===== config.mk =====
export PLATFORM = sky130hd
export DESIGN_NAME = ast_top
export DESIGN_NICKNAME = d
export VERILOG_FILES = /design/src/rtl/ast_pkg.sv /design/src/rtl/ast_fifo.sv /design/src/rtl/ast_top.sv
export SDC_FILE = /design/constraint.sdc
export NUM_CORES = 1
export LEC_CHECK = 0
export ABC_AREA = 1
export ABC_CLOCK_PERIOD_IN_PS = 2500
export BUFFER_PORTS_ARGS = -buffer_cell sky130_fd_sc_hd__buf_2
export CORE_ASPECT_RATIO = 2
export CORE_MARGIN = 8
export CORE_UTILIZATION = 60
export DETAILED_ROUTE_END_ITERATION = 10
export GPL_TIMING_DRIVEN = 0
export PLACE_DENSITY = 0.88
export RECOVER_POWER = 100
export SETUP_SLACK_MARGIN = 0.3
export SKIP_LAST_GASP = 1
export SYNTH_ARGS = -nofsm -noshare
export SYNTH_HDL_FRONTEND = slang
export SYNTH_SLANG_ARGS = --single-unit

===== constraint.sdc =====
create_clock -name clk_sys -period 2.5 [get_ports clk_sys]
set_input_delay 0 -clock clk_sys [delete_from_list [all_inputs] [get_ports clk_sys]]
set_output_delay 0 -clock clk_sys [all_outputs]
set_load 0.02 [all_outputs]

===== src/rtl/ast_pkg.sv =====
// Operation
// - Transmit and receive buffers are each four characters deep, first-in first-out.
// - Bit timing comes from an internal rate generator with a 16-bit divisor.
// - High-speed select gives four ticks per bit, otherwise sixteen ticks per bit.
// - Format 11 nine bits, 10 odd parity, 01 even parity, 00 eight bits plain.
// - Stop-count select set sends two stop bits, clear sends one.
// - Receive polarity invert set makes logic 0 the receive idle level.
// - Without infrared, transmit polarity invert makes the transmit line idle low.
// - Infrared encoder and decoder work only in sixteen-ticks-per-bit mode.
// - Auto-rate bit measures the next 0x55 character, then hardware clears it.
// - Send-break sends start, twelve zero bits, stop; hardware then clears it.
// - Transmit enable hands over the pin; clearing it aborts and flushes transmit.
// - Transmit-full flag is 1 while the transmit buffer accepts no more characters.
// - Shifter-empty flag is 1 only when shifter and buffer are idle; resets to 1.
// - Address detect in nine-bit mode keeps only characters with ninth bit 1.
// - Receiver-idle flag is 1 while no character is being received; resets to 1.
// - Parity error flag belongs to the character at the receive buffer head.
// - Framing error flag belongs to the character at the receive buffer head.
// - Overrun flag sets on overflow; clearing it empties buffer and receive shifter.
// - Receive-available flag is 1 while the receive buffer holds a character.
// - A separate error interrupt covers all receive error conditions.
package ast_pkg;

  localparam int AST_AW    = 5;
  localparam int AST_DW    = 16;
  localparam int AST_DEPTH = 4;

  localparam logic [AST_AW-1:0] AST_OFS_MODE = 5'h00;
  localparam logic [AST_AW-1:0] AST_OFS_STA  = 5'h04;
  localparam logic [AST_AW-1:0] AST_OFS_TXD  = 5'h08;
  localparam logic [AST_AW-1:0] AST_OFS_RXD  = 5'h0C;
  localparam logic [AST_AW-1:0] AST_OFS_DIV  = 5'h10;

  localparam logic [15:0] AST_MODE_WMASK = 16'hBBFF;
  localparam logic [15:0] AST_STA_WMASK  = 16'hECE0;

  localparam int AST_M_EN    = 15;
  localparam int AST_M_IR    = 12;
  localparam int AST_M_LOOP  = 6;
  localparam int AST_M_ABD   = 5;
  localparam int AST_M_RXINV = 4;
  localparam int AST_M_HS    = 3;
  localparam int AST_M_FMT   = 1;
  localparam int AST_M_STOP  = 0;

  localparam int AST_S_TXI_HI  = 15;
  localparam int AST_S_TXINV   = 14;
  localparam int AST_S_TXI_LO  = 13;
  localparam int AST_S_BRK     = 11;
  localparam int AST_S_TXEN    = 10;
  localparam int AST_S_TXFULL  = 9;
  localparam int AST_S_SHEMPTY = 8;
  localparam int AST_S_RXI     = 6;
  localparam int AST_S_ADDR    = 5;
  localparam int AST_S_RX_IDLE_FLAG   = 4;
  localparam int AST_S_PARITY_ERROR_FLAG    = 3;
  localparam int AST_S_FRAMING_ERROR_FLAG    = 2;
  localparam int AST_S_OVR     = 1;
  localparam int AST_S_AVAIL   = 0;

  localparam logic [1:0] AST_FMT_9N = 2'h3;
  localparam logic [1:0] AST_FMT_8O = 2'h2;
  localparam logic [1:0] AST_FMT_8E = 2'h1;

  localparam logic [1:0] AST_TXI_LOAD  = 2'h0;
  localparam logic [1:0] AST_TXI_DONE  = 2'h1;
  localparam logic [1:0] AST_TXI_EMPTY = 2'h2;
  localparam logic [1:0] AST_RXI_3Q    = 2'h2;
  localparam logic [1:0] AST_RXI_FULL  = 2'h3;

  localparam logic [3:0] AST_LAST_STD   = 4'hF;
  localparam logic [3:0] AST_LAST_HS    = 4'h3;
  localparam logic [3:0] AST_IR_PULSE   = 4'h3;
  localparam logic [4:0] AST_IR_HOLD    = 5'h10;
  localparam logic [3:0] AST_BRK_LAST   = 4'hB;
  localparam logic [3:0] AST_D9_LAST    = 4'h8;
  localparam logic [3:0] AST_D8_LAST    = 4'h7;
  localparam logic [2:0] AST_ABD_LAST   = 3'h4;
  localparam int         AST_ABD_SH_STD = 7;
  localparam int         AST_ABD_SH_HS  = 5;

  typedef struct packed {
    logic [AST_AW-1:0] addr;
    logic [AST_DW-1:0] wdata;
    logic              wr;
    logic              rd;
  } ast_bus_req_s;

  typedef struct packed {
    logic       framing_error_flag;
    logic       parity_error_flag;
    logic [8:0] data;
  } ast_rx_ent_s;

  typedef enum logic [2:0] {AST_TX_IDLE, AST_TX_START, AST_TX_DATA, AST_TX_PAR,
                            AST_TX_STOP} ast_txst_e;
  typedef enum logic [2:0] {AST_RX_IDLE, AST_RX_START, AST_RX_DATA, AST_RX_PAR,
                            AST_RX_STOP, AST_RX_ABD} ast_rxst_e;

  function automatic logic [3:0] ast_last_tick(input logic hs);
    return hs ? AST_LAST_HS : AST_LAST_STD;
  endfunction

  function automatic logic ast_has_par(input logic [1:0] fmt);
    return (fmt == AST_FMT_8O) || (fmt == AST_FMT_8E);
  endfunction

  function automatic logic ast_par_bit(input logic [8:0] d, input logic [1:0] fmt);
    return (^d[7:0]) ^ (fmt == AST_FMT_8O);
  endfunction

endpackage


===== src/rtl/ast_fifo.sv =====
`timescale 1ns/1ps
module ast_fifo #(
  parameter int W     = 9,
  parameter int DEPTH = 4,
  parameter int CW    = $clog2(DEPTH + 1)
) (
  // Clock and reset
  input  wire logic          clk_sys,
  input  wire logic          nrst,
  // Fill and drain
  input  wire logic          flush,
  input  wire logic          push,
  input  wire logic [W-1:0]  push_data,
  input  wire logic          pop,
  // State
  output logic      [W-1:0]  head,
  output logic               full,
  output logic               empty,
  output logic      [CW-1:0] count
);
  import ast_pkg::*;

  localparam int PW = (DEPTH > 1) ? $clog2(DEPTH) : 1;

  typedef struct packed {
    logic [DEPTH-1:0][W-1:0] mem;
    logic [PW-1:0]           rd;
    logic [PW-1:0]           wr;
    logic [CW-1:0]           cnt;
  } ast_fifo_state_s;

  ast_fifo_state_s s_q;
  ast_fifo_state_s s_d;
  logic            do_push;
  logic            do_pop;

  function automatic logic [PW-1:0] ast_fifo_inc(input logic [PW-1:0] p);
    return (p == PW'(DEPTH - 1)) ? '0 : p + PW'(1);
  endfunction

  assign full    = (s_q.cnt == CW'(DEPTH));
  assign empty   = (s_q.cnt == '0);
  assign count   = s_q.cnt;
  assign head    = s_q.mem[s_q.rd];
  assign do_push = push && !full;
  assign do_pop  = pop && !empty;

  always_comb
  begin
    s_d = s_q;
    if (do_push)
    begin
      s_d.mem[s_q.wr] = push_data;
      s_d.wr          = ast_fifo_inc(s_q.wr);
    end
    if (do_pop)
      s_d.rd = ast_fifo_inc(s_q.rd);
    s_d.cnt = s_q.cnt + CW'(do_push) - CW'(do_pop);
    if (!nrst || flush)
    begin
      s_d.rd  = '0;
      s_d.wr  = '0;
      s_d.cnt = '0;
    end
  end

  always_ff @(posedge clk_sys)
    s_q <= s_d;

endmodule


===== src/rtl/ast_top.sv =====
// Implementation choices: the address map and strobed register access.
`timescale 1ns/1ps
module ast_top #(
  parameter int DEPTH = ast_pkg::AST_DEPTH,
  parameter int CW    = $clog2(DEPTH + 1)
) (
  // Clock and reset
  input  wire logic                     clk_sys,
  input  wire logic                     nrst,
  // Register port
  input  wire ast_pkg::ast_bus_req_s    bus_req,
  output logic [ast_pkg::AST_DW-1:0]    bus_rdata,
  // Serial line
  input  wire logic                     serial_in_pin,
  output logic                          serial_out_pin,
  output logic                          serial_out_oe,
  // Events
  output logic                          tx_irq,
  output logic                          rx_irq,
  output logic                          err_irq
);
  import ast_pkg::*;

  typedef struct packed {
    logic [15:0] mode;
    logic [15:0] sta_w;
    logic        overrun;
    logic [15:0] divisor;
    logic [15:0] rdata;
    logic [15:0] bcnt;
    logic        btick;
    ast_txst_e   txst;
    logic [3:0]  tx_sub;
    logic [3:0]  tx_bit;
    logic [8:0]  tx_sh;
    logic        tx_par;
    logic        tx_brk;
    logic        tx_out;
    logic        tx_irq;
    ast_rxst_e   rxst;
    logic [1:0]  rx_sync;
    logic        rx_prev;
    logic [3:0]  rx_sub;
    logic [3:0]  rx_bit;
    logic [8:0]  rx_sh;
    logic        rx_parity_error_flag;
    logic [4:0]  ir_hold;
    logic [23:0] abd_cnt;
    logic [2:0]  abd_edges;
    logic        rx_irq;
  } ast_top_state_s;

  ast_top_state_s s_q;
  ast_top_state_s s_d;

  logic        en;
  logic        hs;
  logic        ir_on;
  logic        txen;
  logic        nine;
  logic [1:0]  fmt;
  logic [3:0]  last;
  logic        rx_src;
  logic        rx_pol;
  logic        rx_line;
  logic        rx_fall;
  logic        tx_line;
  logic        tx_bit_end;
  logic        rx_bit_end;
  logic        rx_half;
  logic [8:0]  rx_data;
  logic [23:0] abd_q;

  logic          tx_push;
  logic          tx_pop;
  logic          tx_flush;
  logic [8:0]    tx_head;
  logic          tx_full;
  logic          tx_empty;
  logic [CW-1:0] tx_count;
  logic          rx_push;
  logic          rx_pop;
  logic          rx_flush;
  ast_rx_ent_s   rx_ent;
  ast_rx_ent_s   rx_head;
  logic          rx_full;
  logic          rx_empty;
  logic [CW-1:0] rx_count;
  logic          ovr_set;
  logic          ovr_clr;
  logic [15:0]   sta_rd;

  assign en    = s_q.mode[AST_M_EN];
  assign hs    = s_q.mode[AST_M_HS];
  assign ir_on = s_q.mode[AST_M_IR] && !hs;
  assign txen  = s_q.sta_w[AST_S_TXEN];
  assign fmt   = s_q.mode[AST_M_FMT +: 2];
  assign nine  = (fmt == AST_FMT_9N);
  assign last  = ast_last_tick(hs);

  // Receive path: synchronised pin or own output, then polarity, then optional decoder
  assign rx_src  = s_q.mode[AST_M_LOOP] ? s_q.tx_out : s_q.rx_sync[1];
  assign rx_pol  = rx_src ^ s_q.mode[AST_M_RXINV];
  assign rx_line = ir_on ? (rx_pol && (s_q.ir_hold == '0)) : rx_pol;
  assign rx_fall = s_q.rx_prev && !rx_line;

  assign tx_bit_end = s_q.btick && (s_q.tx_sub == last);
  assign rx_bit_end = s_q.btick && (s_q.rx_sub == last);
  assign rx_half    = s_q.btick && (s_q.rx_sub == (last >> 1));
  assign rx_data    = nine ? s_q.rx_sh : {1'b0, s_q.rx_sh[8:1]};
  assign abd_q      = hs ? (s_q.abd_cnt >> AST_ABD_SH_HS) : (s_q.abd_cnt >> AST_ABD_SH_STD);

  always_comb
  begin
    unique case (s_q.txst)
      AST_TX_START: tx_line = 1'b0;
      AST_TX_DATA:  tx_line = s_q.tx_brk ? 1'b0 : s_q.tx_sh[0];
      AST_TX_PAR:   tx_line = s_q.tx_par;
      default:      tx_line = 1'b1;
    endcase
  end

  always_comb
  begin
    sta_rd                = s_q.sta_w & AST_STA_WMASK;
    sta_rd[AST_S_TXFULL]  = tx_full;
    sta_rd[AST_S_SHEMPTY] = tx_empty && (s_q.txst == AST_TX_IDLE);
    sta_rd[AST_S_RX_IDLE_FLAG]   = (s_q.rxst == AST_RX_IDLE);
    sta_rd[AST_S_PARITY_ERROR_FLAG]    = !rx_empty && rx_head.parity_error_flag;
    sta_rd[AST_S_FRAMING_ERROR_FLAG]    = !rx_empty && rx_head.framing_error_flag;
    sta_rd[AST_S_OVR]     = s_q.overrun;
    sta_rd[AST_S_AVAIL]   = !rx_empty;
  end

  always_comb
  begin
    s_d      = s_q;
    s_d.btick  = 1'b0;
    s_d.tx_irq = 1'b0;
    s_d.rx_irq = 1'b0;
    s_d.rdata  = '0;
    tx_push  = 1'b0;
    tx_pop   = 1'b0;
    tx_flush = 1'b0;
    rx_push  = 1'b0;
    rx_pop   = 1'b0;
    rx_flush = 1'b0;
    rx_ent   = '0;
    ovr_set  = 1'b0;
    ovr_clr  = 1'b0;

    s_d.rx_sync = {s_q.rx_sync[0], serial_in_pin};
    s_d.rx_prev = rx_line;

    // Rate generator: one tick every divisor+1 clocks
    if (s_q.bcnt >= s_q.divisor)
    begin
      s_d.bcnt  = '0;
      s_d.btick = 1'b1;
    end
    else
      s_d.bcnt = s_q.bcnt + 16'h0001;

    // Decoder stretches a short pulse to a full bit of zero
    if (!rx_pol)
      s_d.ir_hold = AST_IR_HOLD;
    else if (s_q.btick && (s_q.ir_hold != '0))
      s_d.ir_hold = s_q.ir_hold - 5'h01;

    // Transmitter
    if (s_q.txst != AST_TX_IDLE && s_q.btick)
      s_d.tx_sub = tx_bit_end ? '0 : s_q.tx_sub + 4'h1;
    unique case (s_q.txst)
      AST_TX_IDLE:
      begin
        s_d.tx_sub = '0;
        s_d.tx_bit = '0;
        if (s_q.sta_w[AST_S_BRK])
        begin
          s_d.tx_brk = 1'b1;
          s_d.txst   = AST_TX_START;
        end
        else if (!tx_empty)
        begin
          tx_pop     = 1'b1;
          s_d.tx_sh  = nine ? tx_head : {1'b0, tx_head[7:0]};
          s_d.tx_par = ast_par_bit(tx_head, fmt);
          s_d.tx_brk = 1'b0;
          s_d.txst   = AST_TX_START;
          unique case ({s_q.sta_w[AST_S_TXI_HI], s_q.sta_w[AST_S_TXI_LO]})
            AST_TXI_LOAD:  s_d.tx_irq = 1'b1;
            AST_TXI_EMPTY: s_d.tx_irq = (tx_count == CW'(1));
            default:       s_d.tx_irq = 1'b0;
          endcase
        end
      end
      AST_TX_START:
        if (tx_bit_end)
          s_d.txst = AST_TX_DATA;
      AST_TX_DATA:
        if (tx_bit_end)
        begin
          s_d.tx_sh = s_q.tx_sh >> 1;
          if (s_q.tx_bit == (s_q.tx_brk ? AST_BRK_LAST : (nine ? AST_D9_LAST : AST_D8_LAST)))
          begin
            s_d.tx_bit = '0;
            s_d.txst   = (!s_q.tx_brk && ast_has_par(fmt)) ? AST_TX_PAR : AST_TX_STOP;
          end
          else
            s_d.tx_bit = s_q.tx_bit + 4'h1;
        end
      AST_TX_PAR:
        if (tx_bit_end)
          s_d.txst = AST_TX_STOP;
      AST_TX_STOP:
        if (tx_bit_end)
        begin
          // Break always ends with a single stop bit
          if (s_q.tx_bit == {3'h0, s_q.mode[AST_M_STOP] && !s_q.tx_brk})
          begin
            s_d.txst = AST_TX_IDLE;
            if (s_q.tx_brk)
              s_d.sta_w[AST_S_BRK] = 1'b0;
            s_d.tx_irq = tx_empty &&
                         ({s_q.sta_w[AST_S_TXI_HI], s_q.sta_w[AST_S_TXI_LO]} == AST_TXI_DONE);
          end
          else
            s_d.tx_bit = s_q.tx_bit + 4'h1;
        end
    endcase
    if (!en || !txen)
    begin
      s_d.txst   = AST_TX_IDLE;
      s_d.tx_irq = 1'b0;
      tx_pop     = 1'b0;
      tx_flush   = 1'b1;
    end

    // Encoder pulses for the first 3/16 of each zero bit
    if (ir_on)
      s_d.tx_out = (!tx_line && (s_q.tx_sub < AST_IR_PULSE)) ^ s_q.sta_w[AST_S_TXINV];
    else
      s_d.tx_out = tx_line ^ s_q.sta_w[AST_S_TXINV];

    // Receiver
    if (s_q.rxst != AST_RX_IDLE && s_q.rxst != AST_RX_ABD && s_q.btick)
      s_d.rx_sub = rx_bit_end ? '0 : s_q.rx_sub + 4'h1;
    unique case (s_q.rxst)
      AST_RX_IDLE:
      begin
        s_d.rx_sub  = '0;
        s_d.rx_bit  = '0;
        s_d.rx_parity_error_flag = 1'b0;
        // Edge-triggered start; sampling realigns on every start edge
        if (rx_fall)
        begin
          if (s_q.mode[AST_M_ABD])
          begin
            s_d.abd_cnt   = '0;
            s_d.abd_edges = 3'h1;
            s_d.rxst      = AST_RX_ABD;
          end
          else
            s_d.rxst = AST_RX_START;
        end
      end
      AST_RX_START:
        if (rx_half)
        begin
          s_d.rx_sub = '0;
          s_d.rxst   = rx_line ? AST_RX_IDLE : AST_RX_DATA;
        end
      AST_RX_DATA:
        if (rx_bit_end)
        begin
          s_d.rx_sh = {rx_line, s_q.rx_sh[8:1]};
          if (s_q.rx_bit == (nine ? AST_D9_LAST : AST_D8_LAST))
          begin
            s_d.rx_bit = '0;
            s_d.rxst   = ast_has_par(fmt) ? AST_RX_PAR : AST_RX_STOP;
          end
          else
            s_d.rx_bit = s_q.rx_bit + 4'h1;
        end
      AST_RX_PAR:
        if (rx_bit_end)
        begin
          s_d.rx_parity_error_flag = (rx_line != ast_par_bit(rx_data, fmt));
          s_d.rxst    = AST_RX_STOP;
        end
      AST_RX_STOP:
        if (rx_bit_end)
        begin
          s_d.rxst    = AST_RX_IDLE;
          rx_ent.data = rx_data;
          rx_ent.parity_error_flag = s_q.rx_parity_error_flag;
          rx_ent.framing_error_flag = !rx_line;
          if (!(nine && s_q.sta_w[AST_S_ADDR] && !rx_data[8]))
          begin
            if (rx_full)
              ovr_set = 1'b1;
            else
            begin
              rx_push = 1'b1;
              unique case (s_q.sta_w[AST_S_RXI +: 2])
                AST_RXI_FULL: s_d.rx_irq = (rx_count == CW'(DEPTH - 1));
                AST_RXI_3Q:   s_d.rx_irq = (rx_count == CW'(DEPTH - 2));
                default:      s_d.rx_irq = 1'b1;
              endcase
            end
          end
        end
      AST_RX_ABD:
      begin
        // Sync character has five falling edges spanning eight bit times
        if (s_q.abd_cnt != '1)
          s_d.abd_cnt = s_q.abd_cnt + 24'h000001;
        if (rx_fall)
        begin
          if (s_q.abd_edges == AST_ABD_LAST)
          begin
            s_d.divisor           = (abd_q == '0) ? '0 :
                                    (abd_q > 24'h00FFFF) ? 16'hFFFF : abd_q[15:0] - 16'h0001;
            s_d.mode[AST_M_ABD]   = 1'b0;
            s_d.rxst              = AST_RX_IDLE;
          end
          else
            s_d.abd_edges = s_q.abd_edges + 3'h1;
        end
      end
      default:
        s_d.rxst = AST_RX_IDLE;
    endcase

    // Register port
    if (bus_req.wr)
    begin
      unique case (bus_req.addr)
        AST_OFS_MODE: s_d.mode = bus_req.wdata & AST_MODE_WMASK;
        AST_OFS_STA:
        begin
          s_d.sta_w = bus_req.wdata & AST_STA_WMASK;
          ovr_clr   = s_q.overrun && !bus_req.wdata[AST_S_OVR];
        end
        AST_OFS_TXD:  tx_push = en && txen;
        AST_OFS_DIV:  s_d.divisor = bus_req.wdata;
        default:      s_d.mode = s_d.mode;
      endcase
    end
    if (bus_req.rd)
    begin
      unique case (bus_req.addr)
        AST_OFS_MODE: s_d.rdata = s_q.mode;
        AST_OFS_STA:  s_d.rdata = sta_rd;
        AST_OFS_RXD:
        begin
          s_d.rdata = {7'h00, rx_head.data};
          rx_pop    = !rx_empty;
        end
        AST_OFS_DIV:  s_d.rdata = s_q.divisor;
        default:      s_d.rdata = '0;
      endcase
    end

    // A new overflow wins over a clear in the same cycle
    s_d.overrun = ovr_set || (s_q.overrun && !ovr_clr);
    if (ovr_clr || !en)
    begin
      rx_flush   = 1'b1;
      rx_push    = 1'b0;
      rx_pop     = 1'b0;
      s_d.rxst   = AST_RX_IDLE;
      s_d.rx_irq = 1'b0;
    end

    if (!nrst)
    begin
      s_d         = '0;
      s_d.txst    = AST_TX_IDLE;
      s_d.rxst    = AST_RX_IDLE;
      s_d.tx_out  = 1'b1;
      s_d.rx_prev = 1'b1;
    end
  end

  always_ff @(posedge clk_sys)
    s_q <= s_d;

  ast_fifo #(
    .W     (9),
    .DEPTH (DEPTH),
    .CW    (CW)
  ) u_tx_fifo (
    .clk_sys   (clk_sys),
    .nrst      (nrst),
    .flush     (tx_flush),
    .push      (tx_push),
    .push_data (bus_req.wdata[8:0]),
    .pop       (tx_pop),
    .head      (tx_head),
    .full      (tx_full),
    .empty     (tx_empty),
    .count     (tx_count)
  );

  ast_fifo #(
    .W     ($bits(ast_rx_ent_s)),
    .DEPTH (DEPTH),
    .CW    (CW)
  ) u_rx_fifo (
    .clk_sys   (clk_sys),
    .nrst      (nrst),
    .flush     (rx_flush),
    .push      (rx_push),
    .push_data (rx_ent),
    .pop       (rx_pop),
    .head      (rx_head),
    .full      (rx_full),
    .empty     (rx_empty),
    .count     (rx_count)
  );

  assign bus_rdata      = s_q.rdata;
  assign serial_out_pin = s_q.tx_out;
  assign serial_out_oe  = en && txen;
  assign tx_irq         = s_q.tx_irq;
  assign rx_irq         = s_q.rx_irq;
  assign err_irq        = s_q.overrun || sta_rd[AST_S_PARITY_ERROR_FLAG] || sta_rd[AST_S_FRAMING_ERROR_FLAG];

endmodule


==> results of run 1 <==
per-layer routing:
| metal | global-route usage [%] | share of wire (%) | up-vias | routed length, microns |
|---|---|---|---|---|
| met5 | 0 | 0 | - | 0 |
| met4 | 16.38 | 6.1 | 0 | 2318 |
| met3 | 4.882 | 9.0 | 168 | 3462 |
| met2 | 45.45 | 47 | 705 | 18160 |
| met1 | 31.89 | 37 | 5839 | 14320 |
| li1 | - | - | 5947 | - |
Yosys cell counts (all sizes together):
| cell | number | area (sq um) |
|---|---|---|
| nor4 | 2 | 12.51 |
| xnor2 | 14 | 122.6 |
| o221ai | 3 | 26.28 |
| clkinv | 2 | 7.510 |
| o22ai | 16 | 100.1 |
| nand3b | 2 | 15.01 |
| nand4 | 27 | 190.2 |
| or2 | 7 | 43.79 |
| a21boi | 1 | 7.510 |
| o31ai | 2 | 15.01 |
| clkbuf | 35 | 131.4 |
| and3 | 5 | 31.28 |
| o2111ai | 1 | 8.760 |
| nor2 | 203 | 774.5 |
| nand3 | 78 | 390.4 |
| o21ai | 167 | 955.9 |
| o211ai | 4 | 30.03 |
| a31oi | 4 | 25.02 |
| buf | 30 | 244.0 |
| o21a | 3 | 30.02 |
| fa | 2 | 40.04 |
| a211oi | 21 | 162.6 |
| a311oi | 1 | 8.760 |
| a21oi | 143 | 775.8 |
| nor3b | 7 | 52.55 |
| a31o | 1 | 8.760 |
| xor2 | 23 | 201.4 |
| nand2 | 368 | 1396 |
| edfxtp | 80 | 2402 |
| dfxtp | 167 | 3343 |
| inv | 220 | 825.8 |
| nor3 | 39 | 226.5 |
| ha | 44 | 550.5 |
| a221oi | 2 | 17.52 |
| o21bai | 1 | 7.510 |
area by class of cell:
| cell class | count | area (sq um) |
|---|---|---|
| clock inverters | 12 | 141.4 |
| repair buffers | 100 | 743.2 |
| flip-flops and latches | 247 | 5758 |
| inverters | 222 | 838.3 |
| plain buffers | 65 | 406.6 |
| multi-input cells | 1191 | 6410 |
| fillers | 1601 | 6599 |
| well taps | 276 | 345.3 |
| clock buffers | 29 | 628.1 |
worst paths after layout:
check / start / to / slack, ps / depth (start not counted)
setup / recovery: hs / u_rx_fifo.count[1] / 200 / 12
hold / removal: bus_req[22] / s_q[158] / 80 / 6
setup reg to reg: hs / u_rx_fifo.count[1] / 200 / 12
hold reg to reg: s_q[52] / s_q[53] / 440 / 2
registers in the layout (all words and copies together) (netlist names):
name and cells:
s_q 130, u_rx_fifo.s_q 48, u_tx_fifo.s_q 40, bus_rdata 16
u_rx_fifo.count 3, u_tx_fifo.count 3, fmt 2, en 1
hs 1, rx_irq 1, serial_out_pin 1, tx_irq 1
cells by family after synthesis:
group           share of synthesized area [%]
compound gates                          16.54
xor+xnor                                2.458
fa+ha+maj                               4.480
buf+inv                                 9.169
flops                                   43.59
simple gates                            23.77
metrics by stage:
step                hold slack (ps)  worst slack [ps]  instance area (sq um)
global route                  97.53             119.6                  15270
floorplan                     97.63             303.8                  13190
finish                        84.24             202.4                  15270
detailed placement            187.7            -345.9                  13760
global placement              180.1            -295.2                  13760
CTS                           33.89             220.2                  14950
power breakdown:
| part | switching [uW] | total (uW) | internal (uW) |
|---|---|---|---|
| clock | 1590 | 3610 | 2020 |
| sequential | 16.4 | 4150 | 4140 |
| combinational | 242 | 353 | 111 |
critical path: cells and delay by family (launching register included):
family	cells	cell delay, ps
fa+ha+maj	2	600
buf+inv	3	290
flops	1	310
simple gates	7	990
what timing repair did:
item | CTS | global route
endpoints found under the setup margin | 103 | 144
cloned | 0 | 2
gates resized for setup | 25 | 68
hold endpoints to repair | 87 | 0
hold buffers | 23 | 0
buffers inserted | 12 | 17
pin swaps | 8 | 14
==> results.txt, run 1 <==
Vias in the first global route - 11,890
Via count of the routed design - 12,660
Post-synthesis instance area - 13,180 sq um
Vertical extent of the die - 225.6 microns
Post-route clock skew - 13.62 ps
Post-detailed-placement half-perimeter wirelength - 26,310 microns
Largest stage delay, worst path - 410 ps
Slew at the pin closest to its max-slew limit - 908.2 ps
Number of synthesized register bits - 247
Maximum level of the CTS H-tree - 1
Number of max-capacitance violations reported - 0
Outcome - finished, final reports clean
Register area share after synthesis - 43.59%
Vias per inst - 5.910
Number of CTS-inserted buffers - 23
Area of the die - 27,250 sq um
Final cell count without fillers - 2,142
IO Pins - 47
Worst vdd rail ir drop - 685.8 uV
Number of failing setup endpoints in the final timing report - 0
Element type at the critical path start - register
Core footprint - 21,870 sq um
Slowest cell on the critical path - fa_1
Relative max-transition margin - 39.45%
DR iter-0 viols - 1,507
Weighted congestion reported at the end of routability-driven placement - 1.029
TritonCTS clock tree - built
Port Buffers - 46
Commonest non-fill, non-tap cells in the layout - nand2_1, inv_1, nor2_1
Clock network latency to the later pin of the worst-skew pair - 520 ps
Wire per inst - 17.86 microns
First drt pass iteration count - 9
Final-stage net count - 1,922
CTS clk-pin slew, worst paths - 70 ps
Remaining global-route overflow - 0
Std cell rows - 77
Initial antenna violation count - 0
Post-synthesis to final-layout area growth - 15.85%
Avg Synthesized Cell Area - 7.641 sq um
Count of distinct cell types in the synthesized netlist - 53
Total nets after synthesis - 1,797
Remaining DRCs - 0
P per Cell Area - 531.1 nW/um^2
Worst Setup Path Type - register to register
Number of pins exceeding their max-slew limit in the final report - 0
Final hold violation count - 0
Largest fanout on the critical path - 8
Core Util, Final - 69.83%
Crit path cell chain - buf_6 > inv_6 > nand2_1 > nand2_1 > nand2_2 > nor2_1 > nand4_1 > nor2_2 > ha_2 > fa_1 > inv_1 > nor2_1
RSZ-0062 raised after global routing - yes
Overall power - 8111 uW
Arrival time at the worst endpoint - 2700 ps
Share of layout cells above drive strength 1 - 12.65%
Maximum number of pins on one net before global-route repair - 19
Die width - 120.8 microns
Worst EP required - 2900 ps
Type of element capturing the critical path - register
# diodes - 0
Maximum clock frequency - 435.2 MHz
Warnings from Yosys - 0
Period minus WS final - 2298 ps
Static leakage - 0.006092 uW
Path class of the lowest-slack min-delay path - input pin to register
Post-synthesis cell count - 1,725
Number of placed instances with taps included - 2,047
Number of buffers on the longest clock path - 3
Number of sinks driven by the clock tree - 247
First-pass GRT wire length - 59,710 microns
Setup total negative slack - 0 ps
CTS Root Buffer Type - clkbuf_16
Most common cell after layout, fill and taps aside - nand2_1
Antenna Violating Nets Remaining - 0
Tot GR Track Use - 27.25%
Post-detailed-routing wire length - 38,260 microns
Starting density of the core - 60.27%
Period Utilization, post-route - 91.90%
Power figures use the tool's default switching activity.
==> run 2: changes to the inputs <==
--- a/config.mk
+++ b/config.mk
@@ -13,6 +13,7 @@
 export CORE_UTILIZATION = 60
 export DETAILED_ROUTE_END_ITERATION = 10
 export GPL_TIMING_DRIVEN = 0
+export HOLD_SLACK_MARGIN = 0.1
 export PLACE_DENSITY = 0.88
 export RECOVER_POWER = 100
 export SETUP_SLACK_MARGIN = 0.3
==> results.txt, run 2 (same netlist as run 1, synthesis figures left out) <==
Initial antenna violation count - 0 (unchanged)
Most common cell after layout, fill and taps aside - nand2_1 (unchanged)
Relative max-transition margin - 38.18% (was 39.45%)
CTS Root Buffer Type - clkbuf_16 (unchanged)
Arrival time at the worst endpoint - 2790 ps (was 2700 ps)
Post-synthesis to final-layout area growth - 15.77% (was 15.85%)
Vertical extent of the die - 225.6 microns (unchanged)
Top routing layer used - met4 (unchanged)
Remaining global-route overflow - 0 (unchanged)
Post-route met1 wirelength - 14,110 microns (was 14,320 microns)
Largest fanout on the critical path - 10 (was 8)
First-pass GRT wire length - 60,120 microns (was 59,710 microns)
Tot GR Track Use - 27.43% (was 27.25%)
Type of element capturing the critical path - register (unchanged)
Overall power - 8122 uW (was 8111 uW)
Commonest non-fill, non-tap cells in the layout - nand2_1, inv_1, nor2_1 (unchanged)
CTS clk-pin slew, worst paths - 70 ps (about the same)
Vias per inst - 5.896 (was 5.910)
Outcome - finished, final reports clean (unchanged)
Worst Setup Path Type - input pin to register (was register to register)
Final hold violation count - 0 (unchanged)
Final-stage net count - 1,928 (was 1,922)
Detailed route wirelength on metal2 - 18,080 microns (was 18,160 microns)
Largest stage delay, worst path - 600 ps (was 410 ps)
Post-detailed-routing wire length - 38,280 microns (was 38,260 microns)
Share of layout cells above drive strength 1 - 11.54% (was 12.65%)
Worst EP required - 2960 ps (was 2900 ps)
DR iter-0 viols - 1,573 (was 1,507)
Element type at the critical path start - input pin (was register)
Maximum level of the CTS H-tree - 1 (unchanged)
Max FFs per register - 130 (unchanged)
Crit path cell chain - dlygate4sd3_1 > buf_2 > clkbuf_1 > clkbuf_1 > o21ai_0 > nor2_1 > dlygate4sd3_1 (was buf_6 > inv_6 > nand2_1 > nand2_1 > nand2_2 > nor2_1 > nand4_1 > nor2_2 > ha_2 > fa_1 > inv_1 > nor2_1)
Number of buffers on the longest clock path - 3 (unchanged)
Worst vdd rail ir drop - 698.5 uV (was 685.8 uV)
Number of sinks driven by the clock tree - 247 (unchanged)
Number of failing setup endpoints in the final timing report - 0 (unchanged)
Remaining DRCs - 0 (unchanged)
Slowest cell on the critical path - clkbuf_1 (was fa_1)
Via count of the routed design - 12,670 (was 12,660)
P per Cell Area - 532.3 nW/um^2 (was 531.1 nW/um^2)
Slew at the pin closest to its max-slew limit - 927.3 ps (was 908.2 ps)
Final worst hold slack - 148.6 ps (was 84.24 ps)
Post-detailed-placement half-perimeter wirelength - 26,310 microns (unchanged)
TritonCTS clock tree - built (unchanged)
First drt pass iteration count - 6 (was 9)
IO Pins - 47 (unchanged)
Min-delay src - bus_req[1] (was bus_req[22])
RSZ-0062 raised after global routing - yes (unchanged)
Weighted congestion reported at the end of routability-driven placement - 1.029 (unchanged)
Std cell rows - 77 (unchanged)
Vias in the first global route - 12,050 (was 11,890)
Die width - 120.8 microns (unchanged)
Number of max-capacitance violations reported - 0 (unchanged)
Wire per inst - 17.82 microns (was 17.86 microns)
Period minus WS final - 2336 ps (was 2298 ps)
Worst Setup SP - nrst (was hs)
Cell type group with the largest total delay on the critical path - buffers and inverters (was simple AND/OR/NAND/NOR gates)
Source of the worst register-to-register timing path - s_q[78] (was hs)
Maximum clock frequency - 428.0 MHz (was 435.2 MHz)
Core Util, Final - 69.78% (was 69.83%)
Maximum number of pins on one net before global-route repair - 19 (unchanged)
Top reg by flops - s_q (unchanged)
Routed wl met3 - 3601 microns (was 3462 microns)
Post-route clock skew - 16.91 ps (was 13.62 ps)
Number of pins exceeding their max-slew limit in the final report - 0 (unchanged)
Number of buffers and inverters on the critical path - 5 (was 3)
Path class of the lowest-slack min-delay path - input pin to register (unchanged)
Antenna Violating Nets Remaining - 0 (unchanged)
Starting density of the core - 60.27% (unchanged)
Core footprint - 21,870 sq um (unchanged)
Number of CTS-inserted buffers - 23 (unchanged)
Static leakage - 0.006124 uW (was 0.006092 uW)
Top Registers - s_q: 130 flops, u_rx_fifo.s_q: 48 flops, u_tx_fifo.s_q: 40 flops (unchanged)
Clock network latency to the later pin of the worst-skew pair - 520 ps (about the same)
Period Utilization, post-route - 93.45% (was 91.90%)
# diodes - 0 (unchanged)
Port Buffers - 46 (unchanged)
Area of the die - 27,250 sq um (unchanged)
==> run 2: metal layers <==
| layer | GRT usage (%) | vias to the layer above |
|---|---|---|
| met2 | 45.88 | 737 |
| met1 | 31.73 | 5771 |
| met4 | 16.79 | 0 |
| met5 | 0 | - |
| li1 | - | 5961 |
| met3 | 5.133 | 196 |
==> run 2: power by group <==
group	internal [uW]	leakage, uW	switching [uW]
Combinational	113	0.00373	244
Sequential	4140	0.00202	16.6
Clock	2020	0.000371	1590
==> run 2: tightest hold or removal path, delay by kind of cell <==
family / cells / cell delay (ps)
and+or+nand+nor: 3 / 270
buffers and inverters: 2 / 240
AOI/OAI and AO/OA: 1 / 120
==> run 2: what timing repair did <==
item | 4_1_cts | 5_1_grt
setup buffers | 12 | 14
hold buffers | 32 | 0
resized for setup | 25 | 66
endpoints found under the setup margin | 103 | 147
pin swaps | 8 | 11
gates cloned | 0 | 2
endpoints found under the hold margin | 107 | 0
==> run 2: layout make-up <==
cell class	instances	area (sq um)
clock buffer	29	628.1
timing repair buffer	106	800.8
inverter	222	833.3
sequential	247	5758
clock inverter	12	141.4
multi-input combinational	1191	6350
buffer	65	402.9
fill	1607	6610
tap	276	345.3
==> run 2: path summary, 6_finish.rpt <==
| check | end | slack (ps) | cells past startpoint |
|---|---|---|---|
| worst min register to register | s_q[53] | 440 | 2 |
| worst min-delay path | s_q[130] | 150 | 6 |
| worst max register to register | u_tx_fifo.count[2] | 220 | 13 |
| worst max-delay path | s_q[160] | 160 | 7 |
==> run 2: per-stage QoR <==
| step | instances | setup WS [ps] | instance area (sq um) | TNS [ps] |
|---|---|---|---|---|
| after floorplan | 1725 | 303.8 | 13190 | 0 |
| after global placement | 2047 | -295.2 | 13760 | -11610 |
| after detailed placement | 2047 | -345.9 | 13760 | -13750 |
| after CTS | 2132 | 220.2 | 15040 | 0 |
| after global routing | 2148 | 118.1 | 15260 | 0 |
| final | 2148 | 163.6 | 15260 | 0 |
